==> src/inc/ahfs_pkg.sv <==
package ahfs_pkg;
   localparam int CLK_HZ = 100_000_000;
   localparam int ADR_W  = 10;
   localparam int SPD_W  = 23;
   localparam int ACC_W  = 28;
   localparam int LOAD_W = 10;
   localparam int SYN_W  = 13;
   localparam int STILL_W = 21;
   localparam int STILL_DEF = 1 << 20;
   localparam logic [SPD_W-1:0] SPD_MAX = 23'h7A111E;

   // register indices, byte address is four times the index
   localparam logic [7:0] IX_MODE    = 8'hC1;
   localparam logic [7:0] IX_COARSE  = 8'hC2;
   localparam logic [7:0] IX_FINE    = 8'hC3;
   localparam logic [7:0] IX_SPAN    = 8'hC4;
   localparam logic [7:0] IX_PREPOS  = 8'hC5;
   localparam logic [7:0] IX_ENC_CFG = 8'hC9;
   localparam logic [7:0] IX_FSTEPS  = 8'hCA;
   localparam logic [7:0] IX_STILL   = 8'hCC;
   localparam logic [7:0] IX_LOAD    = 8'hCE;
   localparam logic [7:0] IX_MERR    = 8'hCF;
   localparam logic [7:0] IX_DFLT    = 8'hD0;
   localparam logic [7:0] IX_ENC     = 8'hD1;
   localparam logic [7:0] IX_ENC_RES = 8'hD2;
   localparam logic [7:0] IX_CTRL    = 8'hE0;
   localparam logic [7:0] IX_STAT    = 8'hE1;
   localparam logic [7:0] IX_POS     = 8'hE2;

   localparam logic [15:0] FSTEPS_RST = 16'h00C8;

   // mode value fields and codes
   localparam int MB_INV   = 7;
   localparam int MB_RIGHT = 6;
   localparam logic [3:0] M_L     = 4'h1;
   localparam logic [3:0] M_R_L   = 4'h2;
   localparam logic [3:0] M_R_LB  = 4'h3;
   localparam logic [3:0] M_LB    = 4'h4;
   localparam logic [3:0] M_H_NEG = 4'h5;
   localparam logic [3:0] M_H_POS = 4'h6;
   localparam logic [3:0] M_H_PI  = 4'h7;
   localparam logic [3:0] M_H_NI  = 4'h8;

   // control, status, encoder config, error and fault bits
   localparam int CB_RUN   = 0;
   localparam int CB_ABORT = 1;
   localparam int SB_BUSY  = 0;
   localparam int SB_DONE  = 1;
   localparam int EC_INV   = 0;
   localparam int ME_STALL = 0;
   localparam int ME_DEV   = 1;
   localparam int DF_STALL = 0;
   localparam int DF_OT    = 1;
   localparam int DF_OTPW  = 2;
   localparam int DF_S2G_A = 3;
   localparam int DF_S2G_B = 4;
   localparam int DF_OL_A  = 5;
   localparam int DF_OL_B  = 6;
   localparam int DF_STILL = 7;

   typedef enum logic [2:0] {
      H_IDLE = 3'b000,
      H_PRE  = 3'b001,
      H_SEEK = 3'b010,
      H_OFF  = 3'b011,
      H_THRU = 3'b100,
      H_RET  = 3'b101,
      H_ZERO = 3'b110
   } ahfs_state_t;
endpackage

==> src/inc/ahfs_step_if.sv <==
`timescale 1ns/100ps
interface ahfs_step_if;
   import ahfs_pkg::*;
   logic             run;
   logic [SPD_W-1:0] speed;
   logic             step;
   modport ctl (output run, output speed, input step);
   modport gen (input run, input speed, output step);
endinterface

==> src/verilog/ahfs_axis_homing.sv <==
`timescale 1ns/100ps
module ahfs_axis_homing #(
   parameter int STILL_CYCLES = ahfs_pkg::STILL_DEF
) (
   input  wire logic                          mclk_i,
   input  wire logic                          sys_rst_i,
   input  wire logic                          wb_cyc_i,
   input  wire logic                          wb_stb_i,
   input  wire logic                          wb_we_i,
   input  wire logic [ahfs_pkg::ADR_W-1:0]    wb_adr_i,
   input  wire logic [3:0]                    wb_sel_i,
   input  wire logic [31:0]                   wb_dat_i,
   output logic      [31:0]                   wb_dat_o,
   output logic                               wb_ack_o,
   input  wire logic                          stop_left_i,
   input  wire logic                          stop_right_i,
   input  wire logic                          home_i,
   input  wire logic                          enc_a_i,
   input  wire logic                          enc_b_i,
   input  wire logic                          drv_stall_i,
   input  wire logic                          drv_ot_i,
   input  wire logic                          drv_otpw_i,
   input  wire logic                          drv_s2g_a_i,
   input  wire logic                          drv_s2g_b_i,
   input  wire logic                          drv_ol_a_i,
   input  wire logic                          drv_ol_b_i,
   input  wire logic                          pos_dev_i,
   input  wire logic [ahfs_pkg::LOAD_W-1:0]   load_i,
   input  wire logic                          standby_zero_i,
   output logic                               step_o,
   output logic                               dir_o,
   output logic      [1:0]                    standstill_mode_o,
   output logic                               homing_busy_o
);
   import ahfs_pkg::*;

   function automatic logic [31:0] wmerge(input logic [31:0] o,
                                          input logic [31:0] n,
                                          input logic [3:0]  s);
      logic [31:0] r;
      r = o;
      for (int i = 0; i < 4; i++) begin
         if (s[i]) begin
            r[i*8 +: 8] = n[i*8 +: 8];
         end
      end
      return r;
   endfunction

   function automatic logic [SPD_W-1:0] clamp_spd(input logic [31:0] v);
      return (v > 32'(SPD_MAX)) ? SPD_MAX : v[SPD_W-1:0];
   endfunction

   // pin synchronisers
   logic [SYN_W-1:0] pin_s;
   ahfs_sync #(.W(SYN_W)) u_sync (
      .mclk_i    (mclk_i),
      .sys_rst_i (sys_rst_i),
      .d_i       ({pos_dev_i, drv_ol_b_i, drv_ol_a_i, drv_s2g_b_i,
                   drv_s2g_a_i, drv_otpw_i, drv_ot_i, drv_stall_i,
                   enc_b_i, enc_a_i, home_i, stop_right_i,
                   stop_left_i}),
      .q_o       (pin_s)
   );
   wire left_s  = pin_s[0];
   wire right_s = pin_s[1];
   wire home_s  = pin_s[2];
   wire enc_a_s = pin_s[3];
   wire enc_b_s = pin_s[4];
   wire stall_s = pin_s[5];
   wire dev_s   = pin_s[12];

   // registers
   logic        [7:0]         mode_sel;
   logic        [SPD_W-1:0]   spd_coarse;
   logic        [SPD_W-1:0]   spd_fine;
   logic signed [31:0]        span_dist;
   logic signed [31:0]        prepos;
   logic signed [31:0]        span_ref;
   logic signed [31:0]        pos;
   logic signed [31:0]        enc_cnt;
   logic        [7:0]         enc_cfg;
   logic        [15:0]        fsteps;
   logic        [15:0]        enc_res;
   logic        [1:0]         still_beh;
   logic        [LOAD_W-1:0]  load_q;
   logic        [1:0]         merr;
   logic        [STILL_W-1:0] still_cnt;
   logic        [1:0]         enc_prev;
   logic                      hm_done;
   logic                      seek_dir;
   logic                      cross_seen;
   ahfs_state_t               st;

   // bus decode
   wire [7:0] idx   = wb_adr_i[ADR_W-1:2];
   wire       req   = wb_cyc_i & wb_stb_i;
   wire       rd_ev = req & ~wb_ack_o & ~wb_we_i;
   wire       wr_ev = req & wb_ack_o & wb_we_i;

   wire [7:0] drv_fault;
   assign drv_fault[DF_STALL] = pin_s[5];
   assign drv_fault[DF_OT]    = pin_s[6];
   assign drv_fault[DF_OTPW]  = pin_s[7];
   assign drv_fault[DF_S2G_A] = pin_s[8];
   assign drv_fault[DF_S2G_B] = pin_s[9];
   assign drv_fault[DF_OL_A]  = pin_s[10];
   assign drv_fault[DF_OL_B]  = pin_s[11];
   assign drv_fault[DF_STILL] =
      still_cnt == STILL_W'(STILL_CYCLES - 1);

   wire busy = st != H_IDLE;
   wire [31:0] rd_word =
      (idx == IX_MODE)    ? {24'h000000, mode_sel} :
      (idx == IX_COARSE)  ? 32'(spd_coarse) :
      (idx == IX_FINE)    ? 32'(spd_fine) :
      (idx == IX_SPAN)    ? span_dist :
      (idx == IX_PREPOS)  ? prepos :
      (idx == IX_ENC_CFG) ? {24'h000000, enc_cfg} :
      (idx == IX_FSTEPS)  ? {16'h0000, fsteps} :
      (idx == IX_STILL)   ? {30'h00000000, still_beh} :
      (idx == IX_LOAD)    ? 32'(load_q) :
      (idx == IX_MERR)    ? {30'h00000000, merr} :
      (idx == IX_DFLT)    ? {24'h000000, drv_fault} :
      (idx == IX_ENC)     ? enc_cnt :
      (idx == IX_ENC_RES) ? {16'h0000, enc_res} :
      (idx == IX_STAT)    ? {30'h00000000, hm_done, busy} :
      (idx == IX_POS)     ? pos :
                            32'h00000000;
   wire [31:0] wr_val = wmerge(rd_word, wb_dat_i, wb_sel_i);
   wire wr_ctrl = wr_ev & (idx == IX_CTRL);
   wire wr_enc  = wr_ev & (idx == IX_ENC);

   always_ff @(posedge mclk_i) begin
      if (sys_rst_i) begin
         wb_ack_o <= 1'b0;
         wb_dat_o <= 32'h00000000;
      end else begin
         wb_ack_o <= req & ~wb_ack_o;
         if (req & ~wb_ack_o) begin
            wb_dat_o <= rd_word;
         end
      end
   end

   always_ff @(posedge mclk_i) begin
      if (sys_rst_i) begin
         mode_sel   <= 8'h00;
         spd_coarse <= '0;
         spd_fine   <= '0;
         enc_cfg    <= 8'h00;
         fsteps     <= FSTEPS_RST;
         enc_res    <= 16'h0000;
         still_beh  <= 2'h0;
      end else if (wr_ev) begin
         if (idx == IX_MODE) mode_sel <= wr_val[7:0];
         if (idx == IX_COARSE) spd_coarse <= clamp_spd(wr_val);
         if (idx == IX_FINE) spd_fine <= clamp_spd(wr_val);
         if (idx == IX_ENC_CFG) enc_cfg <= wr_val[7:0];
         if (idx == IX_FSTEPS) fsteps <= wr_val[15:0];
         if (idx == IX_ENC_RES) enc_res <= wr_val[15:0];
         if (idx == IX_STILL) still_beh <= wr_val[1:0];
      end
   end

   // mode decode
   wire [3:0] mnum     = mode_sel[3:0];
   wire valid_mode     = (mode_sel[5:4] == 2'b00) &&
                         (mnum >= M_L) && (mnum <= M_H_NI);
   wire is_home        = (mnum >= M_H_NEG) && (mnum <= M_H_NI);
   wire use_right      = mode_sel[MB_RIGHT] & ~is_home;
   wire home_act       = home_s ^ (mode_sel[MB_INV] & is_home);
   wire ref_act        = is_home ? home_act
                                 : (use_right ? right_s : left_s);
   wire far_act        = use_right ? left_s : right_s;
   wire twin           = (mnum == M_R_L) || (mnum == M_R_LB);
   wire both           = (mnum == M_R_LB) || (mnum == M_LB);
   wire home_dir0      = (mnum == M_H_POS) || (mnum == M_H_PI);
   wire homing_run_command = wr_ctrl & wr_val[CB_RUN] &
                             valid_mode & ~busy;
   wire abort          = wr_ctrl & wr_val[CB_ABORT];
   wire moving         = busy & (st != H_ZERO);
   wire mv_dir         = (st == H_PRE) ? ~seek_dir : seek_dir;

   // step generator
   ahfs_step_if sif ();
   assign sif.run   = moving;
   assign sif.speed = ((st == H_PRE) || (st == H_SEEK))
                      ? spd_coarse : spd_fine;
   ahfs_step_gen u_gen (
      .mclk_i    (mclk_i),
      .sys_rst_i (sys_rst_i),
      .sif       (sif.gen)
   );
   wire step_ok = sif.step & moving;

   wire signed [31:0] span_diff = span_ref - pos;

   always_ff @(posedge mclk_i) begin
      if (sys_rst_i) begin
         st         <= H_IDLE;
         seek_dir   <= 1'b0;
         cross_seen <= 1'b0;
         span_ref   <= '0;
         span_dist  <= '0;
         prepos     <= '0;
         hm_done    <= 1'b0;
      end else if (abort && busy) begin
         st <= H_IDLE;
      end else begin
         unique case (st)
            H_IDLE: begin
               if (homing_run_command) begin
                  hm_done  <= 1'b0;
                  seek_dir <= is_home ? home_dir0 : use_right;
                  st       <= twin ? H_PRE : H_SEEK;
               end
            end
            H_PRE: begin
               if (far_act) begin
                  span_ref <= pos;
                  st       <= H_SEEK;
               end
            end
            H_SEEK: begin
               if (ref_act) begin
                  seek_dir <= ~seek_dir;
                  st       <= H_OFF;
               end else if (mnum == M_H_NEG && left_s) begin
                  seek_dir <= 1'b1;
               end else if (mnum == M_H_POS && right_s) begin
                  seek_dir <= 1'b0;
               end
            end
            H_OFF: begin
               cross_seen <= 1'b0;
               if (!ref_act) begin
                  if (both) begin
                     seek_dir <= ~seek_dir;
                     st       <= H_THRU;
                  end else begin
                     st <= H_ZERO;
                  end
               end
            end
            H_THRU: begin
               if (ref_act) begin
                  cross_seen <= 1'b1;
               end else if (cross_seen) begin
                  seek_dir <= ~seek_dir;
                  st       <= H_RET;
               end
            end
            H_RET: begin
               if (ref_act) begin
                  st <= H_ZERO;
               end
            end
            H_ZERO: begin
               prepos  <= pos;
               if (twin) begin
                  span_dist <= span_diff[31] ? -span_diff
                                             : span_diff;
               end
               hm_done <= 1'b1;
               st      <= H_IDLE;
            end
            default: st <= H_IDLE;
         endcase
      end
   end

   // position counter, zeroed at the switching point
   always_ff @(posedge mclk_i) begin
      if (sys_rst_i) begin
         pos <= '0;
      end else if (st == H_ZERO) begin
         pos <= '0;
      end else if (step_ok) begin
         pos <= mv_dir ? pos + 32'sd1 : pos - 32'sd1;
      end
   end

   // quadrature decode; a software write wins over a count
   wire [3:0] qv    = {enc_prev, enc_a_s, enc_b_s};
   wire       q_inc = (qv == 4'h1) || (qv == 4'h7) ||
                      (qv == 4'hE) || (qv == 4'h8);
   wire       q_dec = (qv == 4'h2) || (qv == 4'hB) ||
                      (qv == 4'hD) || (qv == 4'h4);
   wire       e_up  = enc_cfg[EC_INV] ? q_dec : q_inc;
   wire       e_dn  = enc_cfg[EC_INV] ? q_inc : q_dec;

   always_ff @(posedge mclk_i) begin
      if (sys_rst_i) begin
         enc_cnt  <= '0;
         enc_prev <= 2'b00;
      end else begin
         enc_prev <= {enc_a_s, enc_b_s};
         if (wr_enc) begin
            enc_cnt <= wr_val;
         end else if (e_up) begin
            enc_cnt <= enc_cnt + 32'sd1;
         end else if (e_dn) begin
            enc_cnt <= enc_cnt - 32'sd1;
         end
      end
   end

   // error flags: a new event wins over the clear
   wire [1:0] merr_set;
   assign merr_set[ME_STALL] = stall_s & moving;
   assign merr_set[ME_DEV]   = dev_s;
   wire merr_clr = (rd_ev & (idx == IX_MERR)) | homing_run_command;

   always_ff @(posedge mclk_i) begin
      if (sys_rst_i) begin
         merr      <= 2'b00;
         still_cnt <= '0;
         load_q    <= '0;
      end else begin
         merr   <= (merr & ~{2{merr_clr}}) | merr_set;
         load_q <= load_i;
         if (step_ok) begin
            still_cnt <= '0;
         end else if (!drv_fault[DF_STILL]) begin
            still_cnt <= still_cnt + STILL_W'(1);
         end
      end
   end

   always_ff @(posedge mclk_i) begin
      if (sys_rst_i) begin
         step_o            <= 1'b0;
         dir_o             <= 1'b0;
         standstill_mode_o <= 2'b00;
         homing_busy_o     <= 1'b0;
      end else begin
         step_o            <= step_ok;
         dir_o             <= mv_dir;
         standstill_mode_o <= standby_zero_i ? still_beh : 2'b00;
         homing_busy_o     <= busy;
      end
   end
endmodule

==> src/verilog/ahfs_sync.sv <==
`timescale 1ns/100ps
module ahfs_sync #(
   parameter int W = 1
) (
   input  wire logic         mclk_i,
   input  wire logic         sys_rst_i,
   input  wire logic [W-1:0] d_i,
   output logic      [W-1:0] q_o
);
   logic [W-1:0] s1;
   logic [W-1:0] s2;

   always_ff @(posedge mclk_i) begin
      if (sys_rst_i) begin
         s1 <= '0;
         s2 <= '0;
      end else begin
         s1 <= d_i;
         s2 <= s1;
      end
   end

   assign q_o = s2;
endmodule

==> src/verilog/ahfs_step_gen.sv <==
`timescale 1ns/100ps
module ahfs_step_gen (
   input  wire logic mclk_i,
   input  wire logic sys_rst_i,
   ahfs_step_if.gen  sif
);
   import ahfs_pkg::*;

   // phase accumulator: speed in pulses per second at CLK_HZ
   logic [ACC_W-1:0] acc;
   wire  [ACC_W-1:0] sum = acc + ACC_W'(sif.speed);
   wire              ovf = sum >= ACC_W'(CLK_HZ);

   always_ff @(posedge mclk_i) begin
      if (sys_rst_i || !sif.run) begin
         acc      <= '0;
         sif.step <= 1'b0;
      end else begin
         sif.step <= ovf;
         acc      <= ovf ? sum - ACC_W'(CLK_HZ) : sum;
      end
   end
endmodule

==> config.mk <==
export PLATFORM = sky130hd
export DESIGN_NAME = ahfs_axis_homing
export DESIGN_NICKNAME = d
export VERILOG_FILES = /design/src/inc/ahfs_pkg.sv /design/src/inc/ahfs_step_if.sv /design/src/verilog/ahfs_axis_homing.sv /design/src/verilog/ahfs_sync.sv /design/src/verilog/ahfs_step_gen.sv
export SDC_FILE = /design/constraint.sdc
export NUM_CORES = 1
export LEC_CHECK = 0
export ABC_AREA = 1
export BUFFER_PORTS_ARGS = -buffer_cell sky130_fd_sc_hd__clkbuf_2
export CAP_MARGIN = 30
export CORE_AREA = 2 2 203 255
export DETAILED_ROUTE_END_ITERATION = 6
export DIE_AREA = 0 0 205 257
export PLACE_DENSITY = 0.68
export SETUP_SLACK_MARGIN = 0.2
export SLEW_MARGIN = 15
export SYNTH_ARGS = -nofsm -noshare
export SYNTH_HDL_FRONTEND = slang
export SYNTH_SLANG_ARGS = --single-unit
export TNS_END_PERCENT = 30
==> constraint.sdc <==
create_clock -name mclk_i -period 4.5 [get_ports mclk_i]
set_input_delay 0.9 -clock mclk_i [delete_from_list [all_inputs] [get_ports mclk_i]]
set_output_delay 0.9 -clock mclk_i [all_outputs]
set_load 0.005 [all_outputs]
==> results of run 1 <==
[registers in the layout, indices dropped and copies added (netlist names), 3 cells and up]
name,flops
still_cnt,21
enc_res,16
u_sync.s1,13
u_sync.q_o,13
mode_sel,8
load_q,10
span_ref,32
spd_fine,23
prepos,32
pos,32
u_gen.acc,28
enc_cfg,8
spd_coarse,23
enc_cnt,32
wb_dat_o,32
span_dist,32
fsteps,16
st,3
[area by class of cell]
class,instances,area share
Multi-Input combinational cell,2795,0.5178
Inverter,516,0.06864
Clock buffer,56,0.04363
Tap cell,658,0.02903
Timing Repair Buffer,216,0.05166
Sequential cell,390,0.2755
Antenna cell,1,0.00008823
Clock inverter,24,0.01363
[power by group]
part	internal, mW	switching (mW)	leakage [nW]
Combinational	0.534	0.907	10.0
Sequential	3.54	0.0741	3.16
Clock	2.47	1.59	0.780
Total	6.55	2.57	13.9
[worst register-to-register path: cells and delay by family, from the launching register on]
family                   cells  cell delay, ns
flip-flops                   1            0.38
AO/OA/AOI/OAI                3            0.33
AND/OR/NAND/NOR             21            1.97
adder cells (fa/ha/maj)      2            0.53
buffers and inverters        4            0.52
XOR/XNOR                     1            0.23
[repair_timing]
item,CTS,global route
cloned,1,1
gates resized for setup,7,41
endpoints found under the setup margin,21,35
hold buffers,0,0
pin swaps,3,16
endpoints found under the hold margin,0,0
setup buffers,4,8
[cell families (layout without fill, tap and decap cells)]
family          count (synthesis)  in the layout  synth area share
other cells                     0              1                 0
xor+xnor                      105            105           0.03698
fa+ha+maj                     122            122           0.06259
buf+inv                       654            812            0.1013
mux                             7              7          0.002818
flops                         390            390            0.3139
simple gates                 1576           1576            0.2670
compound gates                985            985            0.2154
[through the flow]
stage	setup TNS, ns	total power, mW	hold slack [ns]	setup slack, ns
6_report	0	9.126	0.4080	0.4317
5_1_grt	0	9.514	0.4171	0.1195
4_1_cts	0	9.152	0.4111	0.2060
3_5_place_dp	-0.002800	5.097	0.3966	-0.001477
3_3_place_gp	0	5.084	0.3975	0.05173
2_1_floorplan	0	4.704	0.3883	0.2736
[cells in the final DEF, fill, tap and decap left out, types with 19 or more instances in the layout]
cell type	n
inv_1	497
nand2_2	19
nor3_1	33
buf_4	97
xnor2_1	33
nand4_1	63
or2_2	31
a21o_1	19
ha_1	116
clkbuf_16	46
a21oi_1	418
nor2_1	337
clkbuf_2	109
xor2_1	69
dfxtp_1	387
a31oi_1	26
o211ai_1	43
nand3_1	217
o21ai_1	20
nand2_1	821
o21ai_0	379
[final timing paths]
check,start,end,slack [ns],cells past startpoint
setup / recovery,st[0]$_SDFFE_PP0P_,u_gen.acc[16]$_SDFF_PP0_,0.43,31
setup reg to reg,st[0]$_SDFFE_PP0P_,u_gen.acc[16]$_SDFF_PP0_,0.43,31
hold reg to reg,u_sync.s1[9]$_SDFF_PP0_,u_sync.q_o[9]$_SDFF_PP0_,0.41,2
hold / removal,u_sync.s1[9]$_SDFF_PP0_,u_sync.q_o[9]$_SDFF_PP0_,0.41,2
[routing by layer]
| metal | part of all wire | wire length, µm | global-route usage | up-vias |
|---|---|---|---|---|
| met1 | 0.42 | 34400 | 0.3792 | 11614 |
| met3 | 0.055 | 4499 | 0.03825 | 188 |
| met5 | 0.00016 | 13 | 0 | - |
| met2 | 0.47 | 38520 | 0.5179 | 783 |
| li1 | - | - | - | 12917 |
| met4 | 0.059 | 4882 | 0.1563 | 2 |
==> run_results.csv, run 1 <==
group,metric,value,unit
grt,grt_pass1_wl,127800,µm
layout,drive_gt1_frac,0.1031,
layout,seq_area,7814,µm²
clock_network,cts-root-buf,"clkbuf_16",
placement,placed_cells,4561,
floorplanning,die_x,205,µm
power,power.leakage,13.94,nW
detailed_routing,drc,0,
clock_network,ctsHtreeMaxLevel,2,
status,status,"finished clean",
power,ir_worst_vdd,285.9,µV
timing,rsz0062_at_grt,"yes",
timing,setup_viol,0,
placement,hpwl,62410,µm
critical_path,cp_top_family,"simple AND/OR/NAND/NOR gates",
floorplanning,start_util,0.4955,
clock_network,ctsLongestPathBuffers,3,
grt,grt_usage,0.3060,
clock_network,cts_tree,"done",
yosys,synth_area,24870,µm²
clock_network,clk_latency,0.59,ns
critical_path,startpoint_type,"flip-flop",
grt,grt-ovfl-total,0,
detailed_routing,ant_nets,0,
yosys,ys_ff_latch,390,
yosys,synth.area.top_cells,"dfxtp_1, nand2_1, a21oi_1",
detailed_routing,vias,25504,
yosys,yosysTopAreaCellShare,0.3139,
critical_path,cp_slowest_stage_delay,0.38,ns
timing,clock_skew,0.02186,ns
timing,finalCritPeriodShare,0.9041,
floorplanning,fp.dieArea,52690,µm²
yosys,yosys_warnings,0,
critical_path,critPathBufInv,4,
clock_network,clkTransAtPathRegs,0.06,ns
timing,hold_viol_final,0,
yosys,synth-seq-area-share,0.3139,
yosys,async_reset_ff_frac,0,
yosys,syn_area_per_cell,6.478,µm²
placement,postPlaceCellArea,26460,µm²
detailed_routing,totalWireLength,82320,µm
layout,fillers,5047,
grt,grt_max_degree,177,
critical_path,worstPathArrival,4.54,ns
layout,utilization,0.5651,
detailed_routing,drt_iter0_markers,1942,
yosys,synthCells,3839,
layout,synthToLayoutAreaGrowth,14.05,%
detailed_routing,wl_per_cell,17.68,µm
yosys,yosys.area.top_type,"dfxtp_1",
timing,max_freq,0.2458,GHz
clock_network,cts_buffers,43,
layout,layout.cells.non_filler,4656,
layout,nets,4159,
timing,finalCriticalPeriod,4.068,ns
critical_path,cp_common_cell,"nand2_1",
worst_hold_path,hold_class,"flip-flop to flip-flop",
critical_path,end_kind,"flip-flop",
layout,finalInstanceArea,28360,µm²
power,p_per_area,321.7,nW/µm²
yosys,synth_fp_nets,4036,
yosys,yosysMostFrequentCell,"nand2_1",
critical_path,critPathMaxFanout,8,
clock_network,clock-sinks,390,
detailed_routing,dr.pass1.iters,7,
timing,drv_slew,0,
placement,place_congestion,0.9631,
layout,multiInputGateArea,14690,µm²
critical_path,crit_slowest_cell,"dfxtp_4",
grt,grt_pass1_vias,23534,
floorplanning,dieHeight,257,µm
yosys,synth_commonest_cells,"nand2_1, inv_1, a21oi_1, dfxtp_1, o21ai_0",
yosys,ys.flop_type,"dfxtp_1",
critical_path,required,4.98,ns
yosys,ys_types,55,
grt,antenna_found_initial,2,
floorplanning,core_area,50190,µm²
critical_path,worstSetupPathType,"flip-flop to flip-flop",
run,drv_cap,0,
timing,worst_slew_pin_slew,0.8805,ns
placement,io_buffer_count,110,
floorplanning,ioPinCount,113,
timing,max_slew_margin,0.4109,
floorplanning,num_rows,92,
yosys,synth_edf_count,0,
detailed_routing,vias_per_cell,5.478,
(Power assumes the default switching activity.)
==> run 2: changes to the inputs <==
--- a/config.mk
+++ b/config.mk
@@ -8,10 +8,10 @@
 export ABC_AREA = 1
 export BUFFER_PORTS_ARGS = -buffer_cell sky130_fd_sc_hd__clkbuf_2
 export CAP_MARGIN = 30
-export CORE_AREA = 2 2 203 255
+export CORE_AREA = 2 2 221 278
 export DETAILED_ROUTE_END_ITERATION = 6
-export DIE_AREA = 0 0 205 257
-export PLACE_DENSITY = 0.68
+export DIE_AREA = 0 0 223 280
+export PLACE_DENSITY = 0.59
 export SETUP_SLACK_MARGIN = 0.2
 export SLEW_MARGIN = 15
 export SYNTH_ARGS = -nofsm -noshare
==> run 2 against run 1 <==
Against the previous run: combinational power hardly changed; wire length is 5.1% higher; power is 1.8% lower; fmax is 1.8% higher; critical path depth stayed put; design area is 0.72% higher; via count is 0.29% lower; critical path type unchanged.
==> run_results.csv, run 2 (synthesized netlist as in run 1, its figures left out) <==
group,metric,value,unit
power,power.leakage,14.00,nW
timing,drv_slew,0,
clock_network,ctsHtreeMaxLevel,2,
timing,whs,0.4042,ns
layout,insertedDiodeCount,0,
clock_network,cts_tree,"done",
detailed_routing,drt_iter0_markers,2048,
worst_hold_path,hold_start,"u_sync.s1[11]$_SDFF_PP0_",
timing,max_freq,0.2502,GHz
layout,nets,4186,
critical_path,r2r_start,"st[1]$_SDFFE_PP0P_",
critical_path,worstSetupPathType,"flip-flop to flip-flop",
floorplanning,die_x,223,µm
layout,utilization,0.4759,
power,switching_share,0.2912,
grt,grt_pass1_vias,23452,
floorplanning,num_rows,101,
layout,drive_gt1_frac,0.1077,
detailed_routing,ant_nets,0,
clock_network,cts_buffers,46,
detailed_routing,vias_per_cell,5.308,
power,p_comb_frac,0.164,
run,drv_cap,0,
placement,place_congestion,0.9452,
detailed_routing,wl_per_cell,18.06,µm
timing,max_slew_margin,0.4001,
layout,seq_area,7815,µm²
layout,layout_commonest_cell,"nand2_1",
critical_path,crit_slowest_cell,"dfxtp_1",
floorplanning,core_area,60030,µm²
floorplanning,dieHeight,280,µm
floorplanning,fp.dieArea,62440,µm²
power,switchingPower,2.610,mW
critical_path,cp_common_cell,"nand3_1",
detailed_routing,totalWireLength,86530,µm
grt,antenna_found_initial,0,
detailed_routing,highest_layer,"met4",
floorplanning,start_util,0.4143,
power,ir_worst_vdd,273.3,µV
detailed_routing,dr_wl_met2,40260,µm
clock_network,ctsLongestPathBuffers,3,
worst_hold_path,hold_class,"flip-flop to flip-flop",
critical_path,reg2reg_to,"u_gen.acc[18]$_SDFF_PP0_",
layout,synthToLayoutAreaGrowth,14.87,%
layout,finalInstanceArea,28570,µm²
grt,grt_pass1_wl,132700,µm
timing,clock_skew,0.04668,ns
critical_path,r2r_cells,31,
detailed_routing,drc,0,
timing,finalCritPeriodShare,0.8883,
grt,grt-ovfl-total,0,
timing,finalCriticalPeriod,3.997,ns
floorplanning,ioPinCount,113,
timing,setup_viol,0,
detailed_routing,dr.pass1.iters,6,
critical_path,critPathMaxFanout,9,
grt,grt_usage,0.2707,
timing,worst_slew_pin_slew,0.8965,ns
critical_path,end_kind,"flip-flop",
placement,io_buffer_count,110,
status,status,"finished clean",
placement,hpwl,66300,µm
power,p_int,6.352,mW
critical_path,startpoint_type,"flip-flop",
clock_network,clk_latency,0.62,ns
timing,hold_viol_final,0,
critical_path,r2r_slack,0.50,ns
clock_network,clock-sinks,390,
critical_path,cp_slowest_stage_delay,0.31,ns
timing,tns,0,ns
detailed_routing,vias,25430,
worst_hold_path,whs_endpoint,"u_sync.q_o[11]$_SDFF_PP0_",
power,power.total,8.962,mW
critical_path,required,5.03,ns
detailed_routing,met3_length,3988,µm
clock_network,clkTransAtPathRegs,0.06,ns
layout,multiInputGateArea,14700,µm²
placement,postPlaceCellArea,26810,µm²
power,p_per_area,313.7,nW/µm²
worst_hold_path,holdPathStages,2,
power,pwr-share-clk,0.431,
grt,grt_max_degree,137,
layout,fillers,6317,
detailed_routing,m1WireLength,37090,µm
clock_network,cts-root-buf,"clkbuf_16",
timing,rsz0062_at_grt,"yes",
critical_path,worstPathArrival,4.53,ns
layout,final_cell_mix,"nand2_1, inv_1, a21oi_1",
power,power_frac_seq,0.405,
==> run 2: metal layers <==
layer,GRT usage,up-vias
li1,-,12986
met1,0.3387,11551
met2,0.4595,704
met3,0.02723,189
met4,0.1447,0
met5,0,-
==> run 2: how the worst max path moves through the flow <==
stage	endpoint	cells after the start	slack [ns]	start
detailed placement	u_gen.acc[18]$_SDFF_PP0_	29	0.06	st[0]$_SDFFE_PP0P_
finish	u_gen.acc[18]$_SDFF_PP0_	31	0.50	st[1]$_SDFFE_PP0P_
CTS	u_gen.acc[18]$_SDFF_PP0_	29	0.23	st[2]$_SDFFE_PP0P_
floorplan	u_gen.acc[20]$_SDFF_PP0_	31	0.27	st[2]$_SDFFE_PP0P_
global route	enc_cnt[26]$_SDFFE_PP0P_	23	0.1	u_sync.q_o[4]$_SDFF_PP0_
global placement	u_gen.acc[18]$_SDFF_PP0_	29	0.11	st[0]$_SDFFE_PP0P_
==> run 2: worst max-delay path, delay by kind of cell (launching register included) <==
kind / cells / cell delay (ns)
AO/OA/AOI/OAI: 4 / 0.36
XOR/XNOR: 1 / 0.21
adder cells (fa/ha/maj): 2 / 0.49
buffers and inverters: 5 / 0.64
flip-flops: 1 / 0.31
AND/OR/NAND/NOR: 19 / 1.91
==> run 2: cell type report <==
| cell class | count | share of cell area |
|---|---|---|
| multi-input cells | 2795 | 0.5147 |
| flip-flops and latches | 390 | 0.2736 |
| repair buffers | 240 | 0.05654 |
| clock buffers | 59 | 0.04410 |
| well taps | 772 | 0.03381 |
| inverters | 516 | 0.06797 |
| clock inverters | 19 | 0.009329 |
==> run 2: repair_timing <==
item / in CTS / in global routing
gates resized for setup: 8 / 43
pin swaps: 4 / 17
buffers inserted: 3 / 6
hold buffers: 0 / 0
gates cloned: 0 / 1
setup endpoints to repair: 21 / 31
==> run 2: power groups by stage <==
stage / Sequential [mW] / Combinational (mW) / Clock (mW)
after floorplan: 3.67 / 1.04 / 0
after global placement: 3.71 / 1.44 / 0
after detailed placement: 3.71 / 1.45 / 0
after CTS: 3.63 / 1.45 / 3.93
after global routing: 3.64 / 1.67 / 4.06
final: 3.63 / 1.47 / 3.86
==> run 2: through the flow <==
stage          cells  worst slack (ns)
2_1_floorplan   3839            0.2736
3_3_place_gp    4703            0.1101
3_5_place_dp    4703           0.06490
4_1_cts         4784            0.2289
5_1_grt         4791           0.09619
6_report        4791            0.5027
==> run 3: changes to the inputs <==
--- a/config.mk
+++ b/config.mk
@@ -5,12 +5,11 @@
 export SDC_FILE = /design/constraint.sdc
 export NUM_CORES = 1
 export LEC_CHECK = 0
-export ABC_AREA = 1
 export BUFFER_PORTS_ARGS = -buffer_cell sky130_fd_sc_hd__clkbuf_2
 export CAP_MARGIN = 30
-export CORE_AREA = 2 2 221 278
+export CORE_AREA = 2 2 220 276
 export DETAILED_ROUTE_END_ITERATION = 6
-export DIE_AREA = 0 0 223 280
+export DIE_AREA = 0 0 222 278
 export PLACE_DENSITY = 0.59
 export SETUP_SLACK_MARGIN = 0.2
 export SLEW_MARGIN = 15
==> run 3 against run 2 <==
Against the previous run: the run now ends with DRC, setup timing left; non-clock buffer count is 224 higher; core utilization is 4.2 points higher; synthesized cell count is 18% lower; highest routed layer is now met5.
==> run_results.csv, run 3 <==
group,metric,value,unit
critical_path,startpoint_type,"flip-flop",
critical_path,r2r_start,"st[1]$_SDFFE_PP0P_",
layout,utilization,0.5181,
detailed_routing,ant_nets,0,
timing,finalCritPeriodShare,1.023,
critical_path,required,4.98,ns
yosys,async_reset_ff_frac,0,
yosys,yosys.area.top_type,"dfxtp_1",
timing,drv_slew,0,
detailed_routing,wl_per_cell,22.58,µm
yosys,synth_fp_nets,3339,
timing,setup_viol,17,
status,violations,"DRC, setup timing",
clock_network,cts-root-buf,"clkbuf_16",
yosys,synth_commonest_cells,"nor2_1, dfxtp_1, a21oi_1, nand2_1, o21ai_0",
critical_path,reg2reg_to,"u_gen.acc[27]$_SDFF_PP0_",
timing,max_freq,0.2173,GHz
worst_hold_path,hold_start,"u_sync.s1[0]$_SDFF_PP0_",
floorplanning,die_x,222,µm
grt,grt_pass1_vias,24619,
critical_path,r2r_cells,18,
layout,drive_gt1_frac,0.2080,
floorplanning,core_area,59180,µm²
grt,grt_max_degree,187,
yosys,yosys_warnings,0,
power,p_per_area,312.5,nW/µm²
placement,hpwl,74620,µm
critical_path,crit_chain,"nor2b_4 -> nor2_2 -> nor2_2 -> buf_12 -> buf_4 -> mux2_2 -> ha_4 -> and3_1 -> a221o_1 -> or2_2 -> o221a_4 -> nor4_4 -> nand3_1 -> a31oi_2 -> o21ai_1 -> and2_1 -> o21ai_0 -> a21oi_2",
worst_hold_path,whs_endpoint,"u_sync.q_o[0]$_SDFF_PP0_",
run,drv_cap,0,
clock_network,clkTransAtPathRegs,0.06,ns
timing,finalCriticalPeriod,4.602,ns
timing,worst_slew_pin_slew,0.9944,ns
grt,grt_usage,0.3024,
yosys,synth.area.top_cells,"dfxtp_1, nor2_1, a21oi_1",
floorplanning,ioPinCount,113,
timing,clock_skew,0.02686,ns
clock_network,cts_tree,"done",
layout,fillers,5719,
layout,finalInstanceArea,30660,µm²
detailed_routing,vias,25349,
yosys,yosysTopAreaCellShare,0.3172,
critical_path,critPathMaxFanout,6,
detailed_routing,totalWireLength,96550,µm
yosys,yosysMostFrequentCell,"nor2_1",
power,power.leakage,12.35,nW
timing,max_slew_margin,0.3348,
critical_path,end_kind,"flip-flop",
detailed_routing,drc,8,
power,ir_worst_vdd,272.6,µV
yosys,synth-seq-area-share,0.3172,
clock_network,clk_latency,0.60,ns
yosys,ys_ff_latch,390,
critical_path,cp_slowest_stage_delay,0.48,ns
yosys,synth_area,24620,µm²
yosys,ys.flop_type,"dfxtp_1",
clock_network,clock-sinks,390,
placement,io_buffer_count,110,
grt,antenna_found_initial,2,
layout,final_cell_mix,"nor2_1, dfxtp_1, buf_4",
critical_path,critPathBufInv,2,
timing,layout_setup_ws,-0.1017,ns
critical_path,worstSetupPathType,"flip-flop to flip-flop",
clock_network,cts_buffers,46,
detailed_routing,drt_iter0_markers,1797,
grt,grt-ovfl-total,0,
floorplanning,num_rows,100,
layout,layout_commonest_cell,"nor2_1",
critical_path,worstPathArrival,5.08,ns
critical_path,cp_common_cell,"nor2_2",
yosys,synthCells,3142,
floorplanning,fp.dieArea,61720,µm²
placement,place_congestion,1.031,
yosys,synth_edf_count,0,
grt,grt_pass1_wl,144700,µm
layout,nets,3671,
floorplanning,start_util,0.4159,
floorplanning,dieHeight,278,µm
yosys,syn_area_per_cell,7.835,µm²
clock_network,ctsHtreeMaxLevel,2,
timing,rsz0062_at_grt,"yes",
clock_network,ctsLongestPathBuffers,3,
detailed_routing,vias_per_cell,5.928,
critical_path,cp_top_family,"simple AND/OR/NAND/NOR gates",
timing,hold_viol_final,0,
power,power.total,9.582,mW
critical_path,r2r_slack,-0.10,ns
worst_hold_path,holdPathStages,1,
critical_path,crit_slowest_cell,"nor4_4",
status,status,"finished, violations left",
worst_hold_path,hold_class,"flip-flop to flip-flop",
yosys,ys_types,108,
placement,postPlaceCellArea,28310,µm²
layout,synthToLayoutAreaGrowth,24.56,%
detailed_routing,dr.pass1.iters,7,
-- run 3: cell types whose count changed after synthesis, sizes merged, moves of 89 or more --
cell / before / now
nand3: 218 / 88
nand2: 841 / 239
a21oi: 432 / 317
o21ai: 402 / 158
a211oi: 2 / 91
inv: 511 / 97
-- run 3: logic make-up after synthesis --
kind of cell | after synthesis | share of synthesized area
AO/OA/AOI/OAI | 985 | 0.2684
XOR/XNOR | 129 | 0.04620
adder cells (fa/ha/maj) | 122 | 0.06323
buffers and inverters | 280 | 0.04752
flip-flops | 390 | 0.3172
multiplexers | 65 | 0.02836
AND/OR/NAND/NOR | 1171 | 0.2291
-- run 3: power by group --
group          switching, mW  internal, mW
sequential             0.139          3.55
combinational           1.02         0.852
clock                   1.64          2.38
-- run 3: stage by stage --
| stage | setup WS (ns) | hold slack [ns] | TNS (ns) | cells |
|---|---|---|---|---|
| 2_1_floorplan | 0.1292 | 0.4079 | 0 | 3142 |
| 3_3_place_gp | -0.4982 | 0.4195 | -10.65 | 4170 |
| 3_5_place_dp | -0.5406 | 0.4253 | -15.55 | 4172 |
| 4_1_cts | -0.1932 | 0.4357 | -1.418 | 4265 |
| 5_1_grt | -0.2888 | 0.4586 | -4.261 | 4276 |
| 6_report | -0.1017 | 0.4363 | -0.8633 | 4276 |
-- run 3: what timing repair did --
item / CTS / global route
hold buffers: 0 / 0
endpoints found under the hold margin: 0 / 0
gates cloned: 1 / 1
buffers inserted: 8 / 7
gates resized for setup: 36 / 72
pin swaps: 26 / 27
setup endpoints to repair: 37 / 63
-- run 3: area by class of cell --
| class | instances | area [µm²] | area share |
|---|---|---|---|
| Multi-Input combinational cell | 2472 | 16430 | 0.5358 |
| Sequential cell | 390 | 7815 | 0.2549 |
| Timing Repair Buffer | 464 | 3476 | 0.1134 |
| Clock buffer | 55 | 1235 | 0.04028 |
| Tap cell | 765 | 957.2 | 0.03122 |
| Inverter | 100 | 377.9 | 0.01232 |
| Clock inverter | 29 | 369.1 | 0.01204 |
| Antenna cell | 1 | 2.502 | 0.00008161 |
-- run 3: worst reg2reg max path, cell delays in order (launching register included) --
cell,delay (ns)
dfxtp_4,0.37
nor2b_4,0.15
nor2_2,0.06
nor2_2,0.13
buf_12,0.15
buf_4,0.17
mux2_2,0.38
ha_4,0.24
and3_1,0.18
a221o_1,0.38
or2_2,0.30
o221a_4,0.27
nor4_4,0.48
nand3_1,0.23
a31oi_2,0.29
o21ai_1,0.16
and2_1,0.24
o21ai_0,0.23
a21oi_2,0.08
-- run 3: worst max path at each step --
stage	start	endpoint	slack, ns	cells past startpoint
finish	st[1]$_SDFFE_PP0P_	u_gen.acc[27]$_SDFF_PP0_	-0.10	18
global route	st[1]$_SDFFE_PP0P_	u_gen.acc[27]$_SDFF_PP0_	-0.29	20
CTS	st[1]$_SDFFE_PP0P_	u_gen.acc[16]$_SDFF_PP0_	-0.19	24
detailed placement	wb_adr_i[4]	spd_coarse[3]$_SDFFE_PP0P_	-0.54	14
global placement	wb_adr_i[4]	spd_coarse[2]$_SDFFE_PP0P_	-0.50	14
floorplan	st[0]$_SDFFE_PP0P_	u_gen.acc[14]$_SDFF_PP0_	0.13	21
-- run 3: routing by layer --
metal | wire, µm | vias up | track usage | part of all wire
met5 | 13 | - | 0 | 0.00013
met1 | 38170 | 12155 | 0.3535 | 0.40
met2 | 47120 | 804 | 0.5296 | 0.49
met4 | 6351 | 2 | 0.1745 | 0.066
met3 | 4887 | 258 | 0.04149 | 0.051
li1 | - | 12130 | - | -
